[config.mk]
export PLATFORM = sky130hd
export DESIGN_NAME = encoder_channel_pin_router
export DESIGN_NICKNAME = d
export VERILOG_FILES = /design/src/design/bit_sync.v /design/src/design/pin_drive_cell.v /design/src/design/encoder_channel_pin_router.v
export VERILOG_INCLUDE_DIRS = /design/src /design/src/design
export SDC_FILE = /design/constraint.sdc
export NUM_CORES = 1
export LEC_CHECK = 0
export BUFFER_PORTS_ARGS = -buffer_cell sky130_fd_sc_hd__buf_2
export CORE_AREA = 2 2 97 99
export CTS_CLUSTER_DIAMETER = 60
export DETAILED_ROUTE_END_ITERATION = 8
export DIE_AREA = 0 0 99 101
export PLACE_DENSITY = 0.81
export SETUP_SLACK_MARGIN = 0.4
export SYNTH_ARGS = -nofsm -noshare
export SYNTH_HDL_FRONTEND = slang
export SYNTH_HIERARCHICAL = 1
export SYNTH_SLANG_ARGS = --single-unit
[constraint.sdc]
create_clock -name clk_sys_i -period 1.45 [get_ports clk_sys_i]
set_input_delay 0.145 -clock clk_sys_i [delete_from_list [all_inputs] [get_ports clk_sys_i]]
set_output_delay 0.145 -clock clk_sys_i [all_outputs]
set_load 0.01 [all_outputs]
[src/design/enc_router_defines.vh]
// Constants shared by the encoder channel pin router design files.
`ifndef ENC_ROUTER_DEFINES_VH
`define ENC_ROUTER_DEFINES_VH

`define CHAN_COUNT        2
`define HALL_PER_CHAN     4
`define AVL_ADDR_W        5
`define AVL_DATA_W        32
`define AVL_BE_W          4

`define CTRL_BASE         5'h00
`define STAT_BASE         5'h10
`define REG_STRIDE        5'h04

`define CTRL_W            5
`define CTRL_STEP_BIT     0
`define CTRL_SER_BIT      1
`define CTRL_DEC_LSB      2
`define DEC_W             3
`define CTRL_RESET        5'h0C

`define DEC_PULSE_DIR_A   3'h0
`define DEC_PULSE_DIR_B   3'h4
`define DEC_QUAD_A        3'h3
`define DEC_QUAD_B        3'h7

`define HALL_T            0
`define HALL_U            1
`define HALL_V            2
`define HALL_W            3

`define STAT_W            17
`define STAT_ARM_BIT      0
`define STAT_TRIP_BIT     1
`define STAT_REL_BIT      2
`define STAT_A_BIT        3
`define STAT_B_BIT        4
`define STAT_IDX_BIT      5
`define STAT_HALL_LSB     6
`define STAT_PD_BIT       10
`define STAT_A_DRV_BIT    11
`define STAT_IDX_DRV_BIT  12
`define STAT_HDRV_LSB     13

`define SYNC_W            22

`endif

[src/design/bit_sync.v]
// Two-flop synchroniser for a bundle of asynchronous pin levels.
`timescale 1ns/1ps
module bit_sync #(
  parameter WIDTH = 1
) (
  input  wire             clk_sys_i,
  input  wire             rstn_i,
  input  wire [WIDTH-1:0] async_i,
  output reg  [WIDTH-1:0] sync_o
);

  reg [WIDTH-1:0] meta_r;

  // Reset to zero so every jumper reads inactive until really sampled.
  always @(posedge clk_sys_i or negedge rstn_i) begin
    if (!rstn_i) begin
      meta_r <= {WIDTH{1'b0}};
      sync_o <= {WIDTH{1'b0}};
    end else begin
      meta_r <= async_i;
      sync_o <= meta_r;
    end
  end

endmodule // bit_sync

[src/design/pin_drive_cell.v]
// Registered pin drivers with active-low output enables.
`timescale 1ns/1ps
module pin_drive_cell #(
  parameter WIDTH = 1
) (
  input  wire             clk_sys_i,
  input  wire             rstn_i,
  input  wire [WIDTH-1:0] drive_en_i,
  input  wire [WIDTH-1:0] drive_val_i,
  output reg  [WIDTH-1:0] pin_o,
  output reg  [WIDTH-1:0] pin_oe_n_o
);

  // Enables reset released so no shared pin fights a sensor at power-on.
  always @(posedge clk_sys_i or negedge rstn_i) begin
    if (!rstn_i) begin
      pin_o      <= {WIDTH{1'b0}};
      pin_oe_n_o <= {WIDTH{1'b1}};
    end else begin
      pin_o      <= drive_val_i & drive_en_i;
      pin_oe_n_o <= ~drive_en_i;
    end
  end

endmodule // pin_drive_cell

[src/design/encoder_channel_pin_router.v]
// Pin router for the shared encoder feedback pins of two channels.
//
// Contract
// Arm jumper on: drive-arm output goes out on the A pin.
// Trip jumper on: B pin feeds the drive-trip input, not phase B.
// Integrator keeps trip jumper off when trip comes from amplifier path.
// Step route select 1: step and direction drive the Hall/flag lines; the code does so only while serial route select is 0.
// Step route select resets to 0, Hall/flag lines stay inputs.
// Serial route select 1: serial data, clock, strobe reach their pins.
// Serial route select resets to 0, keeping shared pins free.
// Strobe-release jumper on: strobe withheld, pin stays index input.
// Decoder code 0 or 4: A and B are step and direction inputs.
// Other decoder codes, typically 3 or 7, decode A and B as quadrature.
// Channel setting index is hardware channel number minus one.
// After reset selects are default before any pin driver enables.
//
// The register offsets and the Avalon-MM register port were decided locally.
`timescale 1ns/1ps
`include "enc_router_defines.vh"
module encoder_channel_pin_router (
  input  wire                     clk_sys_i,
  input  wire                     rstn_i,
  input  wire [`AVL_ADDR_W-1:0]   avs_address_i,
  input  wire                     avs_read_i,
  input  wire                     avs_write_i,
  input  wire [`AVL_DATA_W-1:0]   avs_writedata_i,
  input  wire [`AVL_BE_W-1:0]     avs_byteenable_i,
  output reg  [`AVL_DATA_W-1:0]   avs_readdata_o,
  output wire                     avs_waitrequest_o,
  input  wire                     arm_jumper_first_i,
  input  wire                     arm_jumper_second_i,
  input  wire                     trip_jumper_first_i,
  input  wire                     trip_jumper_second_i,
  input  wire                     strobe_release_jumper_first_i,
  input  wire                     strobe_release_jumper_second_i,
  input  wire [`CHAN_COUNT-1:0]   quad_phase_a_pin_i,
  output wire [`CHAN_COUNT-1:0]   quad_phase_a_pin_o,
  output wire [`CHAN_COUNT-1:0]   quad_phase_a_pin_oe_n_o,
  input  wire [`CHAN_COUNT-1:0]   quad_phase_b_pin_i,
  input  wire [`CHAN_COUNT-1:0]   index_pin_i,
  output wire [`CHAN_COUNT-1:0]   index_pin_o,
  output wire [`CHAN_COUNT-1:0]   index_pin_oe_n_o,
  input  wire [2*`HALL_PER_CHAN-1:0] hall_flag_lines_i,
  output wire [2*`HALL_PER_CHAN-1:0] hall_flag_lines_o,
  output wire [2*`HALL_PER_CHAN-1:0] hall_flag_lines_oe_n_o,
  input  wire [`CHAN_COUNT-1:0]   trip_ext_i,
  input  wire [`CHAN_COUNT-1:0]   drive_arm_out_i,
  input  wire [`CHAN_COUNT-1:0]   step_pulse_i,
  input  wire [`CHAN_COUNT-1:0]   step_dir_i,
  input  wire [`CHAN_COUNT-1:0]   serial_clock_out_i,
  input  wire [`CHAN_COUNT-1:0]   serial_strobe_out_i,
  input  wire [`CHAN_COUNT-1:0]   serial_data_line_i,
  input  wire [`CHAN_COUNT-1:0]   serial_data_drive_i,
  output reg  [`CHAN_COUNT-1:0]   quad_phase_a_o,
  output reg  [`CHAN_COUNT-1:0]   quad_phase_b_o,
  output reg  [`CHAN_COUNT-1:0]   step_in_pulse_o,
  output reg  [`CHAN_COUNT-1:0]   step_in_dir_o,
  output reg  [`CHAN_COUNT-1:0]   pulse_dir_mode_o,
  output reg  [`CHAN_COUNT-1:0]   drive_trip_o,
  output reg  [2*`HALL_PER_CHAN-1:0] hall_flag_o,
  output reg  [`CHAN_COUNT-1:0]   index_capture_in_o,
  output reg  [`CHAN_COUNT-1:0]   serial_data_line_o,
  output wire [`CHAN_COUNT-1:0]   step_out_route_sel_o,
  output wire [`CHAN_COUNT-1:0]   serial_port_route_sel_o,
  output wire [2*`DEC_W-1:0]      decoder_type_sel_o
);

  localparam NCH  = `CHAN_COUNT;
  localparam NH   = `HALL_PER_CHAN;
  // Drivable pins per channel: four Hall/flag lines, A and index.
  localparam NPIN = NCH * (NH + 2);

  ////////////////////////////////////////////////////////////////////////////
  // Helper functions.

  // Per-channel register address; index 0 is hardware channel 1.
  function [`AVL_ADDR_W-1:0] reg_addr;
    input [`AVL_ADDR_W-1:0] base;
    input                   chan_idx;
    begin
      reg_addr = chan_idx ? base + `REG_STRIDE : base;
    end
  endfunction

  // Every code but the two pulse/direction codes decodes as quadrature.
  function is_pulse_dir;
    input [`DEC_W-1:0] code;
    begin
      is_pulse_dir = (code == `DEC_PULSE_DIR_A) ||
                     (code == `DEC_PULSE_DIR_B);
    end
  endfunction

  ////////////////////////////////////////////////////////////////////////////
  // Input synchronisers for every pin and jumper level.
  // A pin reaches a decode output three edges late; slow sensor levels
  // can afford that, and no metastable level ever reaches the decode.

  wire [`SYNC_W-1:0] sync_in;
  wire [`SYNC_W-1:0] sync_out;
  wire [NCH-1:0]     arm_s;
  wire [NCH-1:0]     trip_s;
  wire [NCH-1:0]     rel_s;
  wire [NCH-1:0]     a_s;
  wire [NCH-1:0]     b_s;
  wire [NCH-1:0]     idx_s;
  wire [2*NH-1:0]    hall_s;
  wire [NCH-1:0]     ext_s;

  assign sync_in = {trip_ext_i, hall_flag_lines_i, index_pin_i,
                    quad_phase_b_pin_i, quad_phase_a_pin_i,
                    strobe_release_jumper_second_i,
                    strobe_release_jumper_first_i,
                    trip_jumper_second_i, trip_jumper_first_i,
                    arm_jumper_second_i, arm_jumper_first_i};

  assign arm_s  = sync_out[1:0];
  assign trip_s = sync_out[3:2];
  assign rel_s  = sync_out[5:4];
  assign a_s    = sync_out[7:6];
  assign b_s    = sync_out[9:8];
  assign idx_s  = sync_out[11:10];
  assign hall_s = sync_out[19:12];
  assign ext_s  = sync_out[21:20];

  bit_sync #(
    .WIDTH (`SYNC_W)
  ) u_sync (
    .clk_sys_i (clk_sys_i),
    .rstn_i    (rstn_i),
    .async_i   (sync_in),
    .sync_o    (sync_out)
  );

  ////////////////////////////////////////////////////////////////////////////
  // Avalon-MM slave: one wait cycle, then the access completes.
  // Waitrequest is combinational so the wait state costs no extra
  // cycle; the price is a path from the request inputs to waitrequest.

  reg                   ack_r;
  reg  [`CTRL_W-1:0]    ctrl0_r;
  reg  [`CTRL_W-1:0]    ctrl1_r;
  reg  [`AVL_DATA_W-1:0] rd_nxt;
  wire                  req;
  wire                  wr_go;
  wire                  lane0;
  wire [`STAT_W-1:0]    stat0;
  wire [`STAT_W-1:0]    stat1;
  wire                  hit_ctrl0;
  wire                  hit_ctrl1;
  wire                  hit_stat0;
  wire                  hit_stat1;

  assign req               = avs_read_i | avs_write_i;
  assign avs_waitrequest_o = req & ~ack_r;
  assign wr_go             = avs_write_i & ack_r;
  assign lane0             = avs_byteenable_i[0];

  // One decode serves both the write and the read path.
  assign hit_ctrl0 = (avs_address_i == reg_addr(`CTRL_BASE, 1'b0));
  assign hit_ctrl1 = (avs_address_i == reg_addr(`CTRL_BASE, 1'b1));
  assign hit_stat0 = (avs_address_i == reg_addr(`STAT_BASE, 1'b0));
  assign hit_stat1 = (avs_address_i == reg_addr(`STAT_BASE, 1'b1));

  // Ack stands for exactly one cycle per request, ending the wait.
  always @(posedge clk_sys_i or negedge rstn_i) begin
    if (!rstn_i) begin
      ack_r <= 1'b0;
    end else begin
      ack_r <= req & ~ack_r;
    end
  end

  // Defaults leave the Hall/flag and index pins inputs until software acts; the A pin follows the arm jumper.
  always @(posedge clk_sys_i or negedge rstn_i) begin
    if (!rstn_i) begin
      ctrl0_r <= `CTRL_RESET;
      ctrl1_r <= `CTRL_RESET;
    end else if (wr_go && lane0) begin
      if (hit_ctrl0) begin
        ctrl0_r <= avs_writedata_i[`CTRL_W-1:0];
      end else if (hit_ctrl1) begin
        ctrl1_r <= avs_writedata_i[`CTRL_W-1:0];
      end
    end
  end

  // Unmapped addresses read zero and ignore writes.
  always @* begin
    rd_nxt = {`AVL_DATA_W{1'b0}};
    if (hit_ctrl0) begin
      rd_nxt[`CTRL_W-1:0] = ctrl0_r;
    end else if (hit_ctrl1) begin
      rd_nxt[`CTRL_W-1:0] = ctrl1_r;
    end else if (hit_stat0) begin
      rd_nxt[`STAT_W-1:0] = stat0;
    end else if (hit_stat1) begin
      rd_nxt[`STAT_W-1:0] = stat1;
    end
  end

  // Read data is loaded in the wait cycle so it stands when ready.
  always @(posedge clk_sys_i or negedge rstn_i) begin
    if (!rstn_i) begin
      avs_readdata_o <= {`AVL_DATA_W{1'b0}};
    end else if (avs_read_i && !ack_r) begin
      avs_readdata_o <= rd_nxt;
    end
  end

  ////////////////////////////////////////////////////////////////////////////
  // Route selection and pin drive per channel.

  wire [NCH*`CTRL_W-1:0] ctrl_all;
  wire [NCH-1:0]         step_sel;
  wire [NCH-1:0]         ser_sel;
  wire [NCH-1:0]         pd_mode;
  wire [NCH-1:0]         strobe_en;
  wire [2*NH-1:0]        hall_en;
  wire [2*NH-1:0]        hall_val;
  wire [NPIN-1:0]        drv_en;
  wire [NPIN-1:0]        drv_val;
  wire [NPIN-1:0]        pin_val;
  wire [NPIN-1:0]        pin_oe_n;

  // Channel fields sit side by side, index 0 in the low bits.
  assign ctrl_all = {ctrl1_r, ctrl0_r};

  genvar c;
  generate
    for (c = 0; c < NCH; c = c + 1) begin : g_chan
      wire [`DEC_W-1:0] dec;
      wire              step_on;
      wire              data_en;

      assign dec = ctrl_all[c*`CTRL_W+`CTRL_DEC_LSB +: `DEC_W];
      assign step_sel[c] = ctrl_all[c*`CTRL_W+`CTRL_STEP_BIT];
      assign ser_sel[c]  = ctrl_all[c*`CTRL_W+`CTRL_SER_BIT];
      assign decoder_type_sel_o[c*`DEC_W +: `DEC_W] = dec;
      assign pd_mode[c] = is_pulse_dir(dec);

      // Serial routing wins if software selects both, so the link
      // never shares its lines with the step generator.
      assign step_on = step_sel[c] & ~ser_sel[c];
      assign data_en = ser_sel[c] & serial_data_drive_i[c];
      assign strobe_en[c] = ser_sel[c] & ~rel_s[c];

      // T carries the minus side and W the plus side of pulse or data;
      // U carries the plus side and V the minus side of dir or clock.
      assign hall_en[c*NH+`HALL_T] = data_en | step_on;
      assign hall_en[c*NH+`HALL_W] = data_en | step_on;
      assign hall_en[c*NH+`HALL_U] = ser_sel[c] | step_on;
      assign hall_en[c*NH+`HALL_V] = ser_sel[c] | step_on;

      assign hall_val[c*NH+`HALL_W] = ser_sel[c] ? serial_data_line_i[c]
                                                 : step_pulse_i[c];
      assign hall_val[c*NH+`HALL_T] = ~hall_val[c*NH+`HALL_W];
      assign hall_val[c*NH+`HALL_U] = ser_sel[c] ? serial_clock_out_i[c]
                                                 : step_dir_i[c];
      assign hall_val[c*NH+`HALL_V] = ~hall_val[c*NH+`HALL_U];

      // Status word for this channel, read-only.
      // Drive bits come from the registered enables, so they match pins.
      wire [`STAT_W-1:0] stat;
      assign stat[`STAT_ARM_BIT]  = arm_s[c];
      assign stat[`STAT_TRIP_BIT] = trip_s[c];
      assign stat[`STAT_REL_BIT]  = rel_s[c];
      assign stat[`STAT_A_BIT]    = a_s[c];
      assign stat[`STAT_B_BIT]    = b_s[c];
      assign stat[`STAT_IDX_BIT]  = idx_s[c];
      assign stat[`STAT_HALL_LSB +: NH] = hall_s[c*NH +: NH];
      assign stat[`STAT_PD_BIT]      = pd_mode[c];
      assign stat[`STAT_A_DRV_BIT]   = ~quad_phase_a_pin_oe_n_o[c];
      assign stat[`STAT_IDX_DRV_BIT] = ~index_pin_oe_n_o[c];
      assign stat[`STAT_HDRV_LSB +: NH] =
        ~hall_flag_lines_oe_n_o[c*NH +: NH];

      // Captured inputs toward the decoder, trip and flag logic.
      always @(posedge clk_sys_i or negedge rstn_i) begin
        if (!rstn_i) begin
          quad_phase_a_o[c]     <= 1'b0;
          quad_phase_b_o[c]     <= 1'b0;
          step_in_pulse_o[c]    <= 1'b0;
          step_in_dir_o[c]      <= 1'b0;
          pulse_dir_mode_o[c]   <= 1'b0;
          drive_trip_o[c]       <= 1'b0;
          index_capture_in_o[c] <= 1'b0;
          serial_data_line_o[c] <= 1'b0;
          hall_flag_o[c*NH +: NH] <= {NH{1'b0}};
        end else begin
          // The A and B phases feed only one decoder at a time.
          quad_phase_a_o[c]   <= ~arm_s[c] & ~pd_mode[c] & a_s[c];
          quad_phase_b_o[c]   <= ~trip_s[c] & ~pd_mode[c] & b_s[c];
          step_in_pulse_o[c]  <= ~arm_s[c] & pd_mode[c] & a_s[c];
          step_in_dir_o[c]    <= ~trip_s[c] & pd_mode[c] & b_s[c];
          pulse_dir_mode_o[c] <= pd_mode[c];
          // A trip pin source and the amplifier path are never merged.
          drive_trip_o[c]     <= trip_s[c] ? b_s[c] : ext_s[c];
          // Index capture is blind while the index pins carry the strobe.
          index_capture_in_o[c] <= ~strobe_en[c] & idx_s[c];
          // The data line is heard only while the link is not talking.
          serial_data_line_o[c] <= ser_sel[c] & ~data_en &
                                   hall_s[c*NH+`HALL_W];
          // A line that the router drives reads zero to the flag logic.
          hall_flag_o[c*NH +: NH] <= ~hall_en[c*NH +: NH] &
                                     hall_s[c*NH +: NH];
        end
      end
    end
  endgenerate

  // The status words are picked out of the generate scope by name.
  assign stat0 = g_chan[0].stat;
  assign stat1 = g_chan[1].stat;
  assign step_out_route_sel_o    = step_sel;
  assign serial_port_route_sel_o = ser_sel;

  ////////////////////////////////////////////////////////////////////////////
  // Registered pin drivers; jumpers come through the synchroniser, so
  // the A pins cannot drive before two clean samples.
  // Registered drivers keep a select change from glitching a pin.

  assign drv_en  = {hall_en, strobe_en, arm_s};
  assign drv_val = {hall_val, serial_strobe_out_i, drive_arm_out_i};

  pin_drive_cell #(
    .WIDTH (NPIN)
  ) u_drive (
    .clk_sys_i   (clk_sys_i),
    .rstn_i      (rstn_i),
    .drive_en_i  (drv_en),
    .drive_val_i (drv_val),
    .pin_o       (pin_val),
    .pin_oe_n_o  (pin_oe_n)
  );

  // Driver slices: arm on the A pins, strobe on index, then Hall/flag.
  assign quad_phase_a_pin_o      = pin_val[NCH-1:0];
  assign quad_phase_a_pin_oe_n_o = pin_oe_n[NCH-1:0];
  assign index_pin_o             = pin_val[2*NCH-1:NCH];
  assign index_pin_oe_n_o        = pin_oe_n[2*NCH-1:NCH];
  assign hall_flag_lines_o       = pin_val[NPIN-1:2*NCH];
  assign hall_flag_lines_oe_n_o  = pin_oe_n[NPIN-1:2*NCH];

endmodule // encoder_channel_pin_router

==> run summary <==
Maximum clock path buffer count = 2
Yosys warns = 6
Layout cells sized above 1 = 57.0%
Placed insts = 547
Vias in the first global route = 3,466
Dpl ws = -0.167 ns
First-pass GRT wire length = 18,200 um
Worst Hold Class = in -> reg
Routability Congestion = 0.847
Largest net degree at the start of global routing = 82
Core footprint = 8980 um^2
Mean number of vias per cell = 5.21
Yosys reg bits = 120
Die W = 99 um
Max Transition Viols Final = 0
# H-tree levels = 4
Crit path max fanout = 6
Finished Layout Cells = 677
Setup WS post-layout = 0.0288 ns
Final Cycle Share = 98.0%
Sequential area share after synthesis = 71.5%
Final WL = 14,100 um
DRT Pass-1 Iters = 5
GRT overflow = 0
Layout Skew = 0.0109 ns
Syn_area_per_cell = 13.9 um^2
Startpoint Class = flip-flop
Fmax = 704 MHz
R2r setup slk = 0.03 ns
Iter 0 DRT Violations = 227
Reg2Reg Capture Point = avs_readdata_o[7]
TritonCTS clock tree = yes
Minimum clock period = 1.42 ns
DPL Wire Length = 6640 um
Critical Path End = avs_readdata_o[7]
Io pins = 172
Area contributors post-synth = dfrtp_1 (62%), dfstp_2 (9.9%), mux2i_1 (4.0%)
Lkg Pwr = 3.59 nW
Synth Cell Area = 4230 um^2
Buffers on Ports = 126
Root Buffer = clkbuf_8
Critical-path top delay cell = dfrtp_1
DR DRC count = 0
Gate Count Post-Synth = 303
Worst-Margin Slew = 0.486 ns
Worst R2R Path Depth = 7
Setup violations, final = 0
Status = finished clean
Max rail drop VDD = 0.000797 V
Critical R2R Launch = ack_r
Clock sink count = 120
Antenna violations before repair = 1
Share of flip-flops with an asynchronous set or reset = 100%
Post-synth EDFFs = 0
Initial Util = 47.1%
CP endpoint kind = flip-flop
Final #Nets = 633
Die H = 101 um
Most common cell on crit path = buf_6
Worst-skew pair later-pin latency = 0.52 ns
WHS = 0.0895 ns
Synth top area share = 61.6%
Die Area = 10000 um^2
CP cell instances = buf_6 -> buf_4 -> nor2b_4 -> buf_6 -> nand3_4 -> buf_12 -> o21ai_2
Final Hold Viols = 0
Crit Path Class = reg -> reg
Crit path max-delay family = buffers and inverters
CTS Buf Count = 17
RSZ-0062 raised after global routing = true
Clk slew on worst S/H paths = 0.06 ns
GRT Util Overall = 24.8%
Area after DPL = 5040 um^2
Pwr/cell area = 1330 nW/um^2
FILL cells = 448
Slew margin rel. = 67.3%
Largest stage delay, worst path = 0.39 ns
Via count = 3,524
CP Depth = 7
# Max-Cap Violations = 0
Yosys cell types = 33
Area grow syn2layout = 70.4%
WP data arrival = 1.86 ns
Row count = 35
Worst setup startpoint = ack_r
Area leader, netlist = dfrtp_1
CP bufs+invs = 4
Number of routed nets with antenna violations = 0
CP Data Required Time = 1.89 ns
Design Power = 9.59 mW
Wire per inst = 20.8 um
Synth Flop Type = dfrtp_1
Design Area, Final = 7200 um^2
tightest hold or removal path: stages:
cell    delay [ns]
buf_2         0.11
nor2_1        0.07
nor2_4        0.13
buf_4         0.11
cells by family (layout without fill, tap and decap cells):
| group | after synthesis | count (layout) | share of synthesized area [%] |
|---|---|---|---|
| flip-flops | 120 | 120 | 71.5 |
| other | 1 | 16 | 0.0888 |
| multiplexers | 30 | 30 | 7.76 |
| AO/OA/AOI/OAI | 31 | 31 | 4.89 |
| AND/OR/NAND/NOR | 73 | 73 | 9.54 |
| buffers and inverters | 48 | 296 | 6.19 |
synthesized netlist by cell type (6+ instances only):
| master | number |
|---|---|
| dfrtp_1 | 104 |
| inv_1 | 23 |
| a22o_1 | 6 |
| nor2_1 | 14 |
| a21oi_1 | 6 |
| mux2i_1 | 17 |
| nor3_1 | 6 |
| buf_4 | 15 |
| and2_1 | 16 |
| o21ai_0 | 9 |
| mux2_2 | 12 |
| dfstp_2 | 16 |
| nand2_1 | 13 |
state kept, by name, summed over array words and instances, names as in the netlist, 2 cells and up:
register / count
quad_phase_a_o: 2
u_drive/pin_o: 12
serial_data_line_o: 2
u_drive/pin_oe_n_o: 12
step_in_dir_o: 2
index_capture_in_o: 2
step_in_pulse_o: 2
ctrl0_r: 5
pulse_dir_mode_o: 2
ctrl1_r: 5
quad_phase_b_o: 2
avs_readdata_o: 17
hall_flag_o: 8
u_sync/sync_o: 22
u_sync/meta_r: 22
drive_trip_o: 2
layout make-up:
class | instances | area, um^2 | share of cell area, %
multi-input combinational | 149 | 1340 | 18.6
sequential | 120 | 3030 | 42.0
inverter | 23 | 86.3 | 1.20
timing repair buffer | 241 | 1990 | 27.6
tap | 111 | 139 | 1.93
clock buffer | 24 | 470 | 6.53
antenna | 1 | 2.50 | 0.0348
clock inverter | 8 | 145 | 2.02
how the worst min path moves through the flow:
stage                     cells after the start                end             start
after floorplan                               0              ack_r            rstn_i
after detailed placement                      2  avs_readdata_o[4]            rstn_i
after CTS                                     5  avs_readdata_o[2]  avs_address_i[1]
after global placement                        2   step_in_dir_o[1]            rstn_i
final                                         4              ack_r       avs_write_i
after global routing                          4              ack_r       avs_write_i
routing by layer:
| layer | wire length (um) | up-vias | global-route usage (%) |
|---|---|---|---|
| li1 | - | 1482 | - |
| met1 | 5150 | 1756 | 29.6 |
| met2 | 7260 | 222 | 40.8 |
| met3 | 923 | 64 | 7.84 |
| met4 | 737 | 0 | 12.1 |
| met5 | 0 | - | 0 |
timing repair:
item	in CTS	in global routing
endpoints found under the hold margin	164	0
hold buffers	42	0
cloned	1	0
setup endpoints to repair	117	131
pin swaps	10	27
gates resized for setup	93	70
buffers inserted	35	19
placed cells by master (no fill, tap or decap), types with 4 or more instances in the layout:
cell type / instances
dfrtp_1: 101
buf_2: 88
buf_6: 59
buf_4: 46
dlygate4sd3_1: 42
clkbuf_16: 16
dfstp_2: 16
conb_1: 15
inv_1: 14
mux2i_1: 11
and2_4: 10
inv_2: 9
nand2_1: 9
nor2_1: 8
mux2_2: 6
and2_1: 6
mux2_4: 6
a22o_1: 6
mux2i_4: 5
a21oi_1: 5
nand2b_1: 4
nor3_1: 4
nor3_4: 4
o21ai_2: 4
clkbuf_8: 4
clkbuf_1: 4
bufinv_16: 4
per-stage QoR:
stage	utilization [%]	TNS [ns]
final	80.2	0
after detailed placement	56.1	-1.36
after floorplan	-	-0.151
after global routing	80.2	-0.0234
after CTS	75.2	0
after global placement	56.1	-1.07
report_power, final:
part           total (mW)  internal (mW)  switching [mW]
Clock                4.43           2.93            1.50
Combinational        1.43          0.749           0.677
Sequential           3.74           3.60           0.136
Total                9.59           7.28            2.32
(Power assumes the default switching activity.)
